<file path="src/design/fepc_pkg.sv">
// Constants for the EEPROM protection and command object register block.
// Assumes a 32-bit AXI4-Lite bus with one aligned word per register.
package fepc_pkg;
	// ****************************************
	// Register indexes, byte address = 4 * index
	// ****************************************
	localparam logic [5:0] FEPC_IDX_CMD_INDEX = 6'h01;
	localparam logic [5:0] FEPC_IDX_STATUS = 6'h05;
	localparam logic [5:0] FEPC_IDX_EEPROM_PROTECTION = 6'h09;
	localparam logic [5:0] FEPC_IDX_COB_HI = 6'h0A;
	localparam logic [5:0] FEPC_IDX_COB_LO = 6'h0B;
	localparam logic [5:0] FEPC_IDX_OPTION = 6'h0C;
	localparam logic [5:0] FEPC_IDX_IRQ_STATUS = 6'h10;
	localparam logic [5:0] FEPC_IDX_IRQ_MASK = 6'h11;
	localparam int FEPC_ADDR_W = 8;
	// ****************************************
	// Field positions
	// ****************************************
	localparam int FEPC_OPEN_BIT = 7;
	localparam int FEPC_SIZE_MSB = 2;
	localparam int FEPC_VIOL_BIT = 5;
	localparam int FEPC_IRQ_VIOL_BIT = 0;
	localparam int FEPC_IRQ_DONE_BIT = 1;
	localparam int FEPC_IRQ_W = 2;
	// ****************************************
	// Command object array
	// ****************************************
	localparam int FEPC_COB_WORDS = 6;
	localparam int FEPC_COB_IDX_W = 3;
	// ****************************************
	// EEPROM geometry, sector number taken from the top address bits
	// ****************************************
	localparam int FEPC_EE_ADDR_W = 8;
	localparam int FEPC_EE_SECT_LSB = 5;
	// ****************************************
	// Nonvolatile source addresses and reset values
	// ****************************************
	localparam logic [15:0] FEPC_NV_EEPROM_PROTECTION_ADDR = 16'h040C;
	localparam logic [15:0] FEPC_NV_OPTION_ADDR = 16'h040F;
	localparam logic [7:0] FEPC_EEPROM_PROTECTION_RST = 8'h80;
	localparam logic [7:0] FEPC_EEPROM_PROTECTION_LOAD_MASK = 8'h87;
	// ****************************************
	// Operation kinds and bus responses
	// ****************************************
	typedef enum logic [1:0] {
		FEPC_OP_PROGRAM,
		FEPC_OP_SECTOR_ERASE,
		FEPC_OP_BLOCK_ERASE,
		FEPC_OP_READ
	} fepc_op_t;
	localparam logic [1:0] FEPC_RESP_OKAY = 2'h0;
	localparam logic [1:0] FEPC_RESP_SLVERR = 2'h2;
endpackage : fepc_pkg

</file>
<file path="src/design/fepc_regs.sv">
// EEPROM protection, command object windows and option byte behind AXI4-Lite.
// Assumes the nonvolatile bytes are stable at reset release and that op requests
// come from the command sequencer in the sys_clk domain.
//
// Summary of operation
// A write to the protection size field takes effect only if the new value exceeds the current one.
// The protection open bit may be written only from 1 to 0, a write back to 1 is ignored.
// Bit 7 of the protection register at 0 blocks program and erase over the sized range, at 1 disables protection.
// With the open bit set the size field plays no part in the protection decision.
// The open bit and size field are loaded at reset from the nonvolatile byte at 0x040C.
// A program or erase hitting a protected EEPROM area is refused and sets the violation flag in the status register.
// An EEPROM block erase is refused while any EEPROM sector is protected.
// Bits 6 to 3 of the protection register are read-only and read as zero.
// The command object holds six 16-bit words, the windows show the word chosen by the index.
// The command object is read and written a byte at a time, high window bits 15:8, low window bits 7:0.
// All eight option bits are loaded at reset from the nonvolatile byte at 0x040F and read back by software.
// The size field sits in bits 2 to 0 and a larger value protects a larger EEPROM region.
//
// The implementer's own choice: register access over AXI4-Lite.
`timescale 1ns/100ps
module fepc_regs
	import fepc_pkg::*;
(
	// Clock and reset
	input wire logic sys_clk,
	input wire logic nrst,
	// AXI4-Lite write address and data
	input wire logic [FEPC_ADDR_W-1:0] s_axi_awaddr,
	input wire logic s_axi_awvalid,
	output logic s_axi_awready,
	input wire logic [31:0] s_axi_wdata,
	input wire logic [3:0] s_axi_wstrb,
	input wire logic s_axi_wvalid,
	output logic s_axi_wready,
	// AXI4-Lite write response
	output logic [1:0] s_axi_bresp,
	output logic s_axi_bvalid,
	input wire logic s_axi_bready,
	// AXI4-Lite read
	input wire logic [FEPC_ADDR_W-1:0] s_axi_araddr,
	input wire logic s_axi_arvalid,
	output logic s_axi_arready,
	output logic [31:0] s_axi_rdata,
	output logic [1:0] s_axi_rresp,
	output logic s_axi_rvalid,
	input wire logic s_axi_rready,
	// Nonvolatile configuration bytes
	input wire logic [7:0] nv_eeprom_protection_byte,
	input wire logic [7:0] nv_option_byte,
	// EEPROM operation check
	input wire logic op_valid,
	input wire logic [1:0] op_kind,
	input wire logic [FEPC_EE_ADDR_W-1:0] op_addr,
	output logic op_accept,
	output logic op_refuse,
	// Configuration and interrupt
	output logic [7:0] option_bits,
	output logic irq
);
	// ****************************************
	// State
	// ****************************************
	logic load_pend_q;
	logic [7:0] eeprom_protection_q;
	logic [7:0] option_q;
	logic [FEPC_COB_IDX_W-1:0] cob_index_q;
	logic [15:0] cob_word_q [FEPC_COB_WORDS];
	logic viol_q;
	logic [FEPC_IRQ_W-1:0] irq_stat_q;
	logic [FEPC_IRQ_W-1:0] irq_mask_q;
	logic op_accept_q;
	logic op_refuse_q;
	logic aw_have_q;
	logic [5:0] aw_idx_q;
	logic w_have_q;
	logic [31:0] wdata_q;
	logic [3:0] wstrb_q;
	logic bvalid_q;
	logic [1:0] bresp_q;
	logic rvalid_q;
	logic [31:0] rdata_q;
	logic [1:0] rresp_q;

	// ****************************************
	// Bus handshakes
	// ****************************************
	// Held off during the nonvolatile load so no write races the load
	assign s_axi_awready = !aw_have_q && !bvalid_q && !load_pend_q;
	assign s_axi_wready = !w_have_q && !bvalid_q && !load_pend_q;
	assign s_axi_arready = !rvalid_q && !load_pend_q;
	assign s_axi_bvalid = bvalid_q;
	assign s_axi_bresp = bresp_q;
	assign s_axi_rvalid = rvalid_q;
	assign s_axi_rdata = rdata_q;
	assign s_axi_rresp = rresp_q;
	assign op_accept = op_accept_q;
	assign op_refuse = op_refuse_q;
	assign option_bits = option_q;
	assign irq = |(irq_stat_q & irq_mask_q);

	logic aw_take;
	logic w_take;
	logic ar_take;
	logic wr_do;
	logic [5:0] ar_idx;
	logic cob_sel_ok;
	logic [15:0] cob_sel;
	assign aw_take = s_axi_awvalid && s_axi_awready;
	assign w_take = s_axi_wvalid && s_axi_wready;
	assign ar_take = s_axi_arvalid && s_axi_arready;
	assign wr_do = aw_have_q && w_have_q;
	assign ar_idx = s_axi_araddr[7:2];
	assign cob_sel_ok = cob_index_q < FEPC_COB_IDX_W'(FEPC_COB_WORDS);
	assign cob_sel = cob_sel_ok ? cob_word_q[cob_index_q] : 16'h0000;

	logic wr_lo;
	logic [7:0] wr_byte;
	assign wr_lo = wr_do && wstrb_q[0];
	assign wr_byte = wdata_q[7:0];

	always_ff @(posedge sys_clk or negedge nrst)
	begin
		if (!nrst)
		begin
			aw_have_q <= 1'b0;
			aw_idx_q <= 6'h00;
			w_have_q <= 1'b0;
			wdata_q <= 32'h0000_0000;
			wstrb_q <= 4'h0;
		end
		else
		begin
			if (aw_take)
			begin
				aw_have_q <= 1'b1;
				aw_idx_q <= s_axi_awaddr[7:2];
			end
			else if (wr_do)
				aw_have_q <= 1'b0;
			if (w_take)
			begin
				w_have_q <= 1'b1;
				wdata_q <= s_axi_wdata;
				wstrb_q <= s_axi_wstrb;
			end
			else if (wr_do)
				w_have_q <= 1'b0;
		end
	end

	// ****************************************
	// Write response
	// ****************************************
	always_ff @(posedge sys_clk or negedge nrst)
	begin
		if (!nrst)
		begin
			bvalid_q <= 1'b0;
			bresp_q <= FEPC_RESP_OKAY;
		end
		else if (wr_do)
		begin
			bvalid_q <= 1'b1;
			unique case (aw_idx_q)
				FEPC_IDX_CMD_INDEX, FEPC_IDX_STATUS, FEPC_IDX_EEPROM_PROTECTION, FEPC_IDX_COB_HI,
				FEPC_IDX_COB_LO, FEPC_IDX_OPTION, FEPC_IDX_IRQ_STATUS, FEPC_IDX_IRQ_MASK:
					bresp_q <= FEPC_RESP_OKAY;
				default:
					bresp_q <= FEPC_RESP_SLVERR;
			endcase
		end
		else if (bvalid_q && s_axi_bready)
			bvalid_q <= 1'b0;
	end

	// ****************************************
	// Protection register and option byte
	// ****************************************
	logic [2:0] size_q;
	logic open_q;
	assign size_q = eeprom_protection_q[FEPC_SIZE_MSB:0];
	assign open_q = eeprom_protection_q[FEPC_OPEN_BIT];

	always_ff @(posedge sys_clk or negedge nrst)
	begin
		if (!nrst)
		begin
			load_pend_q <= 1'b1;
			eeprom_protection_q <= FEPC_EEPROM_PROTECTION_RST;
			option_q <= 8'h00;
		end
		else if (load_pend_q)
		begin
			// Straps caught on the first edge after release
			load_pend_q <= 1'b0;
			eeprom_protection_q <= nv_eeprom_protection_byte & FEPC_EEPROM_PROTECTION_LOAD_MASK;
			option_q <= nv_option_byte;
		end
		else if (wr_lo && aw_idx_q == FEPC_IDX_EEPROM_PROTECTION)
		begin
			if (wr_byte[FEPC_SIZE_MSB:0] > size_q)
				eeprom_protection_q[FEPC_SIZE_MSB:0] <= wr_byte[FEPC_SIZE_MSB:0];
			if (!wr_byte[FEPC_OPEN_BIT])
				eeprom_protection_q[FEPC_OPEN_BIT] <= 1'b0;
		end
	end

	// ****************************************
	// Command object index and array
	// ****************************************
	always_ff @(posedge sys_clk or negedge nrst)
	begin
		if (!nrst)
			cob_index_q <= '0;
		else if (wr_lo && aw_idx_q == FEPC_IDX_CMD_INDEX)
			cob_index_q <= wr_byte[FEPC_COB_IDX_W-1:0];
	end

	// Out-of-range index: writes dropped, windows read zero
	for (genvar i = 0; i < FEPC_COB_WORDS; i++)
	begin : g_cob
		always_ff @(posedge sys_clk or negedge nrst)
		begin
			if (!nrst)
				cob_word_q[i] <= 16'h0000;
			else if (wr_lo && cob_index_q == FEPC_COB_IDX_W'(i))
			begin
				if (aw_idx_q == FEPC_IDX_COB_HI)
					cob_word_q[i][15:8] <= wr_byte;
				else if (aw_idx_q == FEPC_IDX_COB_LO)
					cob_word_q[i][7:0] <= wr_byte;
			end
		end
	end

	// ****************************************
	// Protection check on EEPROM operations
	// ****************************************
	logic [2:0] op_sector;
	logic hit_prot;
	logic refuse_now;
	assign op_sector = op_addr[FEPC_EE_ADDR_W-1:FEPC_EE_SECT_LSB];
	// Sectors 0 up to the size value are guarded
	assign hit_prot = !open_q && (op_sector <= size_q);
	always_comb
	begin
		refuse_now = 1'b0;
		unique case (fepc_op_t'(op_kind))
			FEPC_OP_PROGRAM, FEPC_OP_SECTOR_ERASE:
				refuse_now = hit_prot;
			FEPC_OP_BLOCK_ERASE:
				refuse_now = !open_q;
			FEPC_OP_READ:
				refuse_now = 1'b0;
		endcase
	end

	always_ff @(posedge sys_clk or negedge nrst)
	begin
		if (!nrst)
		begin
			op_accept_q <= 1'b0;
			op_refuse_q <= 1'b0;
		end
		else
		begin
			op_accept_q <= op_valid && !refuse_now;
			op_refuse_q <= op_valid && refuse_now;
		end
	end

	// ****************************************
	// Status flag and interrupts
	// ****************************************
	logic irq_rd_clr;
	assign irq_rd_clr = ar_take && ar_idx == FEPC_IDX_IRQ_STATUS;

	always_ff @(posedge sys_clk or negedge nrst)
	begin
		if (!nrst)
			viol_q <= 1'b0;
		else if (op_refuse_q)
			viol_q <= 1'b1;
		else if (wr_lo && aw_idx_q == FEPC_IDX_STATUS && wr_byte[FEPC_VIOL_BIT])
			viol_q <= 1'b0;
	end

	always_ff @(posedge sys_clk or negedge nrst)
	begin
		if (!nrst)
			irq_stat_q <= '0;
		else
		begin
			// New events win over a same-cycle read clear
			irq_stat_q[FEPC_IRQ_VIOL_BIT] <= op_refuse_q || (irq_stat_q[FEPC_IRQ_VIOL_BIT] && !irq_rd_clr);
			irq_stat_q[FEPC_IRQ_DONE_BIT] <= op_accept_q || (irq_stat_q[FEPC_IRQ_DONE_BIT] && !irq_rd_clr);
		end
	end

	always_ff @(posedge sys_clk or negedge nrst)
	begin
		if (!nrst)
			irq_mask_q <= '0;
		else if (wr_lo && aw_idx_q == FEPC_IDX_IRQ_MASK)
			irq_mask_q <= wr_byte[FEPC_IRQ_W-1:0];
	end

	// ****************************************
	// Read channel
	// ****************************************
	always_ff @(posedge sys_clk or negedge nrst)
	begin
		if (!nrst)
		begin
			rvalid_q <= 1'b0;
			rdata_q <= 32'h0000_0000;
			rresp_q <= FEPC_RESP_OKAY;
		end
		else if (ar_take)
		begin
			rvalid_q <= 1'b1;
			rresp_q <= FEPC_RESP_OKAY;
			rdata_q <= 32'h0000_0000;
			unique case (ar_idx)
				FEPC_IDX_CMD_INDEX:
					rdata_q[FEPC_COB_IDX_W-1:0] <= cob_index_q;
				FEPC_IDX_STATUS:
					rdata_q[FEPC_VIOL_BIT] <= viol_q;
				FEPC_IDX_EEPROM_PROTECTION:
					rdata_q[7:0] <= {open_q, 4'h0, size_q};
				FEPC_IDX_COB_HI:
					rdata_q[7:0] <= cob_sel[15:8];
				FEPC_IDX_COB_LO:
					rdata_q[7:0] <= cob_sel[7:0];
				FEPC_IDX_OPTION:
					rdata_q[7:0] <= option_q;
				FEPC_IDX_IRQ_STATUS:
					rdata_q[FEPC_IRQ_W-1:0] <= irq_stat_q;
				FEPC_IDX_IRQ_MASK:
					rdata_q[FEPC_IRQ_W-1:0] <= irq_mask_q;
				default:
					rresp_q <= FEPC_RESP_SLVERR;
			endcase
		end
		else if (rvalid_q && s_axi_rready)
			rvalid_q <= 1'b0;
	end
endmodule : fepc_regs

</file>
<file path="config.mk">
export PLATFORM = sky130hd
export DESIGN_NAME = fepc_regs
export DESIGN_NICKNAME = d
export VERILOG_FILES = /design/src/design/fepc_pkg.sv /design/src/design/fepc_regs.sv
export SDC_FILE = /design/constraint.sdc
export NUM_CORES = 1
export LEC_CHECK = 0
export ABC_CLOCK_PERIOD_IN_PS = 2150
export BUFFER_PORTS_ARGS = -buffer_cell sky130_fd_sc_hd__buf_2
export CORE_ASPECT_RATIO = 0.75
export CORE_MARGIN = 5
export CORE_UTILIZATION = 35
export CTS_CLUSTER_SIZE = 8
export DETAILED_ROUTE_END_ITERATION = 8
export PLACE_DENSITY_LB_ADDON = 0.3
export SLEW_MARGIN = 20
export SYNTH_ARGS = -nofsm -noshare
export SYNTH_HDL_FRONTEND = slang
export SYNTH_SLANG_ARGS = --single-unit
</file>
<file path="constraint.sdc">
create_clock -name sys_clk -period 2.15 [get_ports sys_clk]
set_clock_uncertainty 0.1 [all_clocks]
set_input_delay 0.215 -clock sys_clk [delete_from_list [all_inputs] [get_ports sys_clk]]
set_output_delay 0.215 -clock sys_clk [all_outputs]
set_load 0.02 [all_outputs]
</file>
=== After elaboration in Yosys (flattened, before gate mapping) ===
Memories as Yosys holds them, arrays and structs flattened.
Index checks and enable logic that the tools add are counted.

* Register bits: 150
* Bits in latches: 0
* Bits in writable memories: 0
* ROM bits: 32
* Input port bits: 86
* Output and inout bits: 52
* Word-level logic and storage cells: 155
* Memories kept: 1

* Add/sub/neg operators: 0
* $mul: 0
* Divide/modulo/power cells: 0
* $lt $le $gt $ge: 4
* Equal/unequal tests: 23
* Shift operators: 0
* Muxes and demuxes: 27
* Bitwise operators: 3
* Reduce and logical (&&, ||, !) cells: 65

{| class="wikitable"
|+ Memories
! memory !! words !! width !! read ports !! clocked after Yosys merged registers in !! write ports !! RTL line !! source
|-
| (name not given) || 32 || 1 || 1 || 0 || 0 || fepc_regs.sv:164 || <nowiki>unique case (aw_idx_q)</nowiki>
|}

{| class="wikitable"
|+ Operator list
! operator !! count
|-
| binary-select mux 16 bit (select 3 bit) || 1
|-
| 2-to-1 mux 16 bit || 3
|-
| equality test 6 x 4 -> 1 bit (second input constant) || 7
|-
| logical AND 1 bit || 29
|-
| equality test 6 x 5 -> 1 bit (second input constant) || 3
|-
| AND reduction 3 bit || 6
|-
| AND reduction 2 bit || 8
|-
| one-hot mux 2 bit (7 select lines) || 1
|-
| nonzero test 2 bit || 7
|-
| equality test 6 x 1 -> 1 bit (second input constant) || 2
|-
| equality test 6 x 3 -> 1 bit (second input constant) || 2
|-
| 2-to-1 mux 1 bit || 12
|-
| 2-to-1 mux 3 bit || 3
|-
| logical NOT 1 bit || 8
|-
| one-hot mux 2 bit (4 select lines) || 1
|-
| OR reduction 8 bit || 1
|-
| equality test 3 x 2 -> 1 bit (second input constant) || 2
|-
| equality test 3 bit (second input constant) || 2
|-
| one-hot mux 2 bit (3 select lines) || 1
|-
| one-hot mux 1 bit (5 select lines) || 1
|-
| equality test 2 bit (second input constant) || 2
|-
| greater-or-equal comparator 4 bit (second input constant) || 1
|-
| 2-to-1 mux 2 bit || 2
|-
| NOT 3 -> 4 bit || 1
|-
| other kinds (14) || 16
|}

=== Logic depth before layout (Yosys ltp) ===
Gate-level depths: netlist (run 1).

* Word-level depth: 7
* Mapped depth: 7
* Depth with buffers taken out: 7

=== Worst setup path after synthesis (run 1) ===
No wires, ideal clock.

* Path kind: register -> register
* Start point: reg load_pend_q
* End point: reg aw_idx_q[0]
* Library setup time: 0.125 ns
* Arrival: 1.887 ns
* Required time: 1.925 ns
* Setup slack: 0.038 ns
* Cell stages (with the launch flop): 6
* Path buffers: 2
* Clock period less this slack: 2.112 ns
* Cells stage by stage: dfstp_2 -> clkbuf_1 -> nor3_1 -> and2_1 -> clkbuf_1 -> mux2_2

* Word-level cells in the longest chain between the ends: 3

{| class="wikitable"
|+ Ends and longest elaborated chain
! what !! RTL line !! source
|-
| from (decl) || fepc_regs.sv:63 || <nowiki>logic load_pend_q;</nowiki>
|-
| from (signal assigned) || fepc_regs.sv:188 || <nowiki>load_pend_q <= 1'b1;</nowiki>
|-
| from (signal assigned) || fepc_regs.sv:195 || <nowiki>load_pend_q <= 1'b0;</nowiki>
|-
| logical NOT 1 bit || fepc_regs.sv:88 || <nowiki>assign s_axi_awready = !aw_have_q && !bvalid_q && !load_pend_q;</nowiki>
|-
| logical AND 1 bit || fepc_regs.sv:88 ||
|-
| net s_axi_awready || fepc_regs.sv:30 || <nowiki>output logic s_axi_awready,</nowiki>
|-
| logical AND 1 bit || fepc_regs.sv:108 || <nowiki>assign aw_take = s_axi_awvalid && s_axi_awready;</nowiki>
|-
| to (signal assigned) || fepc_regs.sv:136 || <nowiki>aw_idx_q <= s_axi_awaddr[7:2];</nowiki>
|-
| to (decl) || fepc_regs.sv:74 || <nowiki>logic [5:0] aw_idx_q;</nowiki>
|}

The timed path passes the listed nets, and every way through them passes these cells.
A chain may end at the register's enable or synchronous reset.

=== Final worst setup path (run 1) ===
* Start point: reg aw_idx_q[2]
* End point: reg cob_word_q[24] (netlist name)

* Word-level cells in the longest chain between the ends: 2

{| class="wikitable"
|+ Ends and longest elaborated chain
! what !! RTL line !! source
|-
| equality test 6 x 4 -> 1 bit || fepc_regs.sv:228 || <nowiki>if (aw_idx_q == FEPC_IDX_COB_HI)</nowiki>
|-
| AND reduction 2 bit (no source line) || -- ||
|-
| to (signal, indexed assignment) || fepc_regs.sv:229 || <nowiki>cob_word_q[i][15:8] <= wr_byte;</nowiki>
|-
| to (signal, indexed assignment) || fepc_regs.sv:231 || <nowiki>cob_word_q[i][7:0] <= wr_byte;</nowiki>
|-
| to (decl) || fepc_regs.sv:67 || <nowiki>logic [15:0] cob_word_q [FEPC_COB_WORDS];</nowiki>
|}

No other way between the ends.

==> results of run 1 <==
-- cells by family (layout without fill, tap and decap cells) --
family	count (synthesis)	count (layout)	share of synthesized area, %
mux	170	170	26.7
flops	148	148	51.3
simple gates	99	99	8.29
compound gates	82	82	7.29
buf+inv	67	199	5.21
fa+ha+maj	6	6	1.04
other cells	1	27	0.0519
xor+xnor	1	1	0.121
-- registers in the layout, summed over array words and instances (netlist names), 2 cells and up --
register,count
wdata_q,8
aw_idx_q,6
cob_index_q,3
s_axi_rdata,8
irq_stat_q,2
eeprom_protection_q,4
cob_word_q,96
option_bits,8
irq_mask_q,2
-- power by group through the flow --
stage | Sequential [W] | Clock [W] | Combinational [W]
after floorplan | 0.00342 | 0 | 0.00117
after global placement | 0.00357 | 0 | 0.00176
after detailed placement | 0.00360 | 0 | 0.00183
after CTS | 0.00355 | 0.00309 | 0.00187
after global routing | 0.00360 | 0.00321 | 0.00204
final | 0.00356 | 0.00301 | 0.00186
-- cells in the mapped netlist (all sizes together) (4+ instances only) --
master	n
nand3	9
ha	6
clkbuf	16
nor2	37
buf	38
nand2	14
o22ai	10
mux2	124
o21ai	25
mux4	6
a22oi	8
nor3	7
a21o	4
dfrtp	146
nor2b	4
nand2b	7
a21oi	13
inv	13
mux2i	40
and2	4
-- worst max-delay path, stage by stage (launching register included) --
cell and delay [ns]:
dfrtp_1 0.37, nand2b_1 0.19, nor4_4 0.26, nor3b_4 0.37, nand3_2 0.29, mux2_2 0.35
-- cell type report --
type                    count  area [um2]  share of cell area, %
clock buffers              18         439                   4.80
clock inverters            13         158                   1.72
inverters                  13        48.8                  0.534
multi-input cells         385        3240                   35.5
flip-flops and latches    148        3710                   40.6
well taps                 258         323                   3.53
repair buffers            155        1220                   13.3
-- worst max path at each step --
stage                        endpoint  cells past startpoint                   start
2_1_floorplan             aw_idx_q[0]                      5             load_pend_q
3_3_place_gp           s_axi_rdata[4]                      4          cob_index_q[0]
3_5_place_dp   eeprom_protection_q[2]                      8  eeprom_protection_q[1]
4_1_cts        eeprom_protection_q[2]                      8  eeprom_protection_q[1]
5_1_grt                cob_word_q[24]                      5             aw_idx_q[2]
6_report               cob_word_q[24]                      5             aw_idx_q[2]
-- per-stage QoR --
stage | total power, W | cell area, um2 | hold WS, ns | utilization (%) | TNS [ns]
after floorplan | 0.00459 | 7330 | -0.181 | - | 0
after global placement | 0.00533 | 8240 | 0.139 | 40.6 | 0
after detailed placement | 0.00542 | 8240 | 0.151 | 40.6 | 0
after CTS | 0.00851 | 9140 | 0.00902 | 45.1 | 0
after global routing | 0.00886 | 9140 | 0.0240 | 45.1 | -0.0196
final | 0.00842 | 9140 | 0.0129 | 45.1 | 0
-- metal layers --
metal / GRT usage [%] / vias up / routed length [um]
met3: 3.83 / 20 / 1200
met4: 5.02 / 0 / 266
met1: 23.5 / 2537 / 8930
met2: 24.4 / 149 / 8350
li1: - / 2340 / -
met5: 0 / - / 0
-- repair_timing --
item | CTS | global route
hold buffers | 30 | 0
endpoints found under the hold margin | 90 | 0
endpoints found under the setup margin | 1 | 9
gates resized for setup | 1 | 1
pin swaps | 0 | 1
==> metrics.md, run 1 <==
| Metric | Value |
|---|---|
| Result of the run | `finished, final reports clean` |
| Vias after detailed routing | `between 5000 and 6000` |
| Remaining max-slew budget at the tightest pin | `57.9%` |
| Pleak | `between 4 and 5 nW` |
| Switching Power | `0.00265 W` |
| Bufs on Longest Clock Path | `2` |
| Row cnt | `45` |
| Async S/R FF share, synth | `between 90% and 100%` |
| Number of placed instances with taps included | `~930` |
| Worst Setup End Kind | `flop` |
| Area Growth Syn to Fin | `26.4%` |
| Overall routed net length | `18.7 mm` |
| Total number of yosys warnings | `0` |
| Class of the most critical setup path | `reg2reg` |
| Main flop type after synthesis | `dfrtp_1` |
| Max Clk Rate | `488 MHz` |
| Source of the worst register-to-register timing path | `aw_idx_q[2]` |
| CTS Sinks | `148` |
| Clock tree root driver cell | `clkbuf_16` |
| Fraction of final layout cells with drive strength greater than 1 | `a little over two fifths` |
| Non-Filler Instances | `990` |
| Cts bufs inserted | `17` |
| Cell area after synthesis | `around 7200 um2` |
| Initial standard-cell utilization of the core | `a little over a third` |
| Post-synthesis sequential area ratio | `51.3%` |
| Cell-internal power | `0.00577 W` |
| Area inside the core boundary | `roughly 20000 um2` |
| Final WS setup | `between 0.1 and 0.15 ns` |
| Gr usage total | `between 15 and 20%` |
| # port buffers | `71` |
| Portion of total power attributed to combinational logic | `approximately 22%` |
| Slew of the pin with the lowest slew margin | `0.632 ns` |
| Terminus of the critical flop-to-flop path | `cob_word_q[24]` |
| Fin. max-slew vios | `0` |
| Synth cell types | `between 50 and 60` |
| Hold path endpoint | `op_refuse` |
| Number of hold violations in the final report | `0` |
| DRC violations left | `0` |
| Cell count after synthesis | `574` |
| Data arrival time of the critical path | `about 2.3 ns` |
| Number of DRC violations after detailed-routing iteration 0 | `~300` |
| Mean instance size in the synthesized netlist | `about 13 um2` |
| Top library cells by usage in the layout, fill and taps aside | `dfrtp_1, mux2_2, buf_2, buf_4, mux2i_1` |
| First-pass GRT wire length | `29.8 mm` |
| Most frequent standard cell in the layout excluding fill and tap cells | `dfrtp_1` |
| Clock insertion delay at the later pin of the skew report | `between 0.4 and 0.5 ns` |
| Hold Path Stages | `3` |
| Number of maximum-capacitance violations | `0` |
| Maximum fanout along the worst path | `8` |
| Kind of start point of the critical path | `flop` |
| Depth of the worst register-to-register path | `5` |
| Final layout net count | `around 800` |
| Type of the most critical hold path | `in2reg` |
| Antenna violations before repair | `0` |
| Post-placement worst setup slack | `0.0131 ns` |
| P per Cell Area | `922 nW/um2` |
| Tmin final | `2.05 ns` |
| Total setup violations reported at the end of the flow | `0` |
| Power share of the clock group | `between 30% and 40%` |
| TritonCTS clock tree | `done` |
| Share of total power in sequential cells | `a little over two fifths` |
| Total gr overflow | `0` |
| Number of enable-type register cells in the synthesized netlist | `0` |
| Synth top area share | `about half` |
| Worst IR Drop VDD | `570 uV` |
| Number of global-route vias before repair | `5359` |
| Biggest area contributors in the synthesized netlist | `dfrtp_1, mux2_2, mux2i_1` |
| Hpwl dp | `13.9 mm` |
| Overall die area | `about 24000 um2` |
| Number of buffers added for setup after CTS | `0` |
| Slack of the worst reg-to-reg path | `roughly 0.10 ns` |
| Startpoint of the worst hold path | `op_kind[1]` |
| Avg Vias per Cell | `5.10` |
| Maximum number of pins on one net before global-route repair | `66` |
| Vertical extent of the die | `134 um` |
| Switching Fraction | `31.5%` |
| Library cell occupying the most area in the post-synthesis netlist | `dfrtp_1` |
| Count of boundary I/O pins | `138` |
| Required time at the endpoint of the critical path | `about 2.4 ns` |
| Clock edge transition at the registers on the reported setup and hold paths | `approximately 0.06 ns` |
| Post-DR wirelength/cell | `18.9 um` |
| RD Place Congestion | `between 0.8 and 0.9` |
| # fillers | `1882` |
| DRT antenna net count | `0` |
| Share of the cycle needed by the critical path after routing | `between 90 and 100%` |
| Total inserted antenna cells | `0` |
| H-tree lvl count | `4` |
| Number of optimization iterations in the first detailed-route pass | `4` |
| Width of the die | `176 um` |
| Total of flip-flops plus latches after synthesis | `148` |
| Setup repair after global routing missed its margin | `true` |
No activity file was read; power rests on OpenSTA's default activity.
==> run 2, diff against run 1 <==
--- a/config.mk
+++ b/config.mk
@@ -8,7 +8,6 @@
 export ABC_CLOCK_PERIOD_IN_PS = 2150
 export BUFFER_PORTS_ARGS = -buffer_cell sky130_fd_sc_hd__buf_2
 export CORE_ASPECT_RATIO = 0.75
-export CORE_MARGIN = 5
 export CORE_UTILIZATION = 35
 export CTS_CLUSTER_SIZE = 8
 export DETAILED_ROUTE_END_ITERATION = 8
==> metrics.md, run 2 (same netlist as run 1, synthesis figures left out) <==
| Metric | Value |
|---|---|
| Post-DP Area | `8250 um2 (was 8240 um2)` |
| Final WS setup | `0.0834 ns (was 0.100 ns)` |
| Fin. max-slew vios | `0 (unchanged)` |
| Maximum number of pins on one net before global-route repair | `56 (was 66)` |
| Most frequent standard cell in the layout excluding fill and tap cells | `dfrtp_1 (unchanged)` |
| Most flops, register | `cob_word_q (unchanged)` |
| Worst Setup End Kind | `flop (unchanged)` |
| Maximum fanout along the worst path | `6 (was 8)` |
| First-pass GRT wire length | `29.5 mm (was 29.8 mm)` |
| P per Cell Area | `935 nW/um2 (was 922 nW/um2)` |
| Kind of start point of the critical path | `flop (unchanged)` |
| Number of hold violations in the final report | `0 (unchanged)` |
| Slew of the pin with the lowest slew margin | `0.733 ns (was 0.632 ns)` |
| Overall routed net length | `18.5 mm (was 18.7 mm)` |
| Tmin final | `2.07 ns (was 2.05 ns)` |
| Fraction of final layout cells with drive strength greater than 1 | `42.3% (about the same)` |
| Met3 capacity usage during global routing | `4.96% (was 3.83%)` |
| Startpoint of the worst hold path | `op_kind[0] (was op_kind[1])` |
| Most Used Layer, Global Route | `met2 (unchanged)` |
| Clock tree root driver cell | `clkbuf_16 (unchanged)` |
| Worst IR Drop VDD | `607 uV (was 570 uV)` |
| Width of the die | `168 um (was 176 um)` |
| Class of the most critical setup path | `reg2reg (unchanged)` |
| Gr usage total | `18.7% (was 16.3%)` |
| Overall die area | `21200 um2 (was 23700 um2)` |
| Type of the most critical hold path | `in2reg (unchanged)` |
| Cts bufs inserted | `17 (unchanged)` |
| Max Clk Rate | `484 MHz (was 488 MHz)` |
| Sum of internal, switching and leakage power | `0.00860 W (was 0.00842 W)` |
| Clock edge transition at the registers on the reported setup and hold paths | `0.06 ns (about the same)` |
| Antenna violations before repair | `0 (unchanged)` |
| Initial standard-cell utilization of the core | `35.8% (was 35.7%)` |
| Result of the run | `finished, final reports clean (unchanged)` |
| Number of optimization iterations in the first detailed-route pass | `5 (was 4)` |
| Worst hold slack after final layout | `0.0310 ns (was 0.0129 ns)` |
| Number of global-route vias before repair | `5284 (was 5359)` |
| Vias after detailed routing | `5076 (was 5046)` |
| Number of maximum-capacitance violations | `0 (unchanged)` |
| H-tree lvl count | `4 (unchanged)` |
| DRT antenna net count | `0 (unchanged)` |
| Area Growth Syn to Fin | `27.2% (was 26.4%)` |
| Number of DRC violations after detailed-routing iteration 0 | `299 (was 295)` |
| Data arrival time of the critical path | `2.27 ns (was 2.25 ns)` |
| Required time at the endpoint of the critical path | `2.36 ns (was 2.35 ns)` |
| Number of buffers added for setup after CTS | `0 (unchanged)` |
| Remaining max-slew budget at the tightest pin | `51.1% (was 57.9%)` |
| Pleak | `4.24 nW (was 4.22 nW)` |
| Vertical extent of the die | `126 um (was 134 um)` |
| Met1 usage in global routing | `25.9% (was 23.5%)` |
| Hpwl dp | `13.4 mm (was 13.9 mm)` |
| Top library cells by usage in the layout, fill and taps aside | `dfrtp_1, mux2_2, buf_2, mux2i_1, buf_4 (was dfrtp_1, mux2_2, buf_2, buf_4, mux2i_1)` |
| RD Place Congestion | `0.846 (was 0.828)` |
| Count of boundary I/O pins | `138 (unchanged)` |
| Post-DR wirelength/cell | `18.7 um (was 18.9 um)` |
| Avg Vias per Cell | `5.13 (was 5.10)` |
| Total gr overflow | `0 (unchanged)` |
| Area inside the core boundary | `20200 um2 (was 20300 um2)` |
| Total setup violations reported at the end of the flow | `0 (unchanged)` |
| Clock insertion delay at the later pin of the skew report | `0.43 ns (was 0.42 ns)` |
| Setup repair after global routing missed its margin | `false (was true)` |
| Post-placement worst setup slack | `0.0242 ns (was 0.0131 ns)` |
| Sum of negative setup slack | `0 ns (unchanged)` |
| Bufs on Longest Clock Path | `2 (unchanged)` |
| # port buffers | `71 (unchanged)` |
| TritonCTS clock tree | `done (unchanged)` |
| Flip-flop count of the largest register after layout | `96 (unchanged)` |
| Row cnt | `45 (unchanged)` |
| Startpoint of the worst setup timing path | `aw_have_q (was aw_idx_q[2])` |
| DRC violations left | `0 (unchanged)` |
| Final layout net count | `810 (was 812)` |
| CTS Sinks | `148 (unchanged)` |
| Total inserted antenna cells | `0 (unchanged)` |
| Final Cell Area | `9200 um2 (was 9140 um2)` |
| Global-route track usage on met2 | `28.3% (was 24.4%)` |
| Share of the cycle needed by the critical path after routing | `96.1% (was 95.3%)` |
| Source of the worst register-to-register timing path | `aw_have_q (was aw_idx_q[2])` |
==> run 2: final timing paths <==
check                                 endpoint  slack (ns)  cells after the start
worst max-delay path            cob_index_q[0]        0.08                      5
worst min-delay path                 op_refuse        0.03                      4
worst max register to register  cob_index_q[0]        0.08                      5
worst min register to register   irq_stat_q[1]        0.35                      1
max in group asynchronous          load_pend_q        1.05                      3
min in group asynchronous       option_bits[5]        0.22                      2
==> run 2: worst max-delay path, stage by stage, from the launching register on <==
cell      delay (ns)
dfrtp_1         0.43
and3_1          0.34
nand3_1         0.16
nor3_1          0.38
nand2b_1        0.21
mux2_2          0.32
==> run 2: timing repair <==
action	4_1_cts	5_1_grt
setup endpoints to repair	0	10
gates resized for setup	0	3
hold buffers	30	0
endpoints found under the hold margin	81	0
==> run 2: metal layers <==
metal	part of all wire, %	wire length [um]	vias up
li1	-	-	2308
met1	48	8840	2597
met2	45	8360	154
met3	5.5	1020	17
met4	1.4	262	0
met5	0	0	-
==> run 2: cell type report <==
class	instances	area (um2)
multi-input cells	385	3260
flip-flops and latches	148	3710
clock buffers	18	429
fillers	1839	11000
inverters	13	48.8
repair buffers	153	1230
clock inverters	14	201
well taps	258	323
==> run 2: where the power goes <==
group,total [W],leakage (nW),internal (W),switching [W]
sequential,0.00354,1.96,0.00308,0.000455
clock,0.00317,0.295,0.00196,0.00122
combinational,0.00189,1.98,0.000863,0.00103
==> run 2: per-stage QoR <==
stage | cells | utilization, %
6_report | 989 | 45.5
5_1_grt | 989 | 45.5
4_1_cts | 989 | 45.4
3_5_place_dp | 927 | 40.8
3_3_place_gp | 927 | 40.8
2_1_floorplan | 600 | -
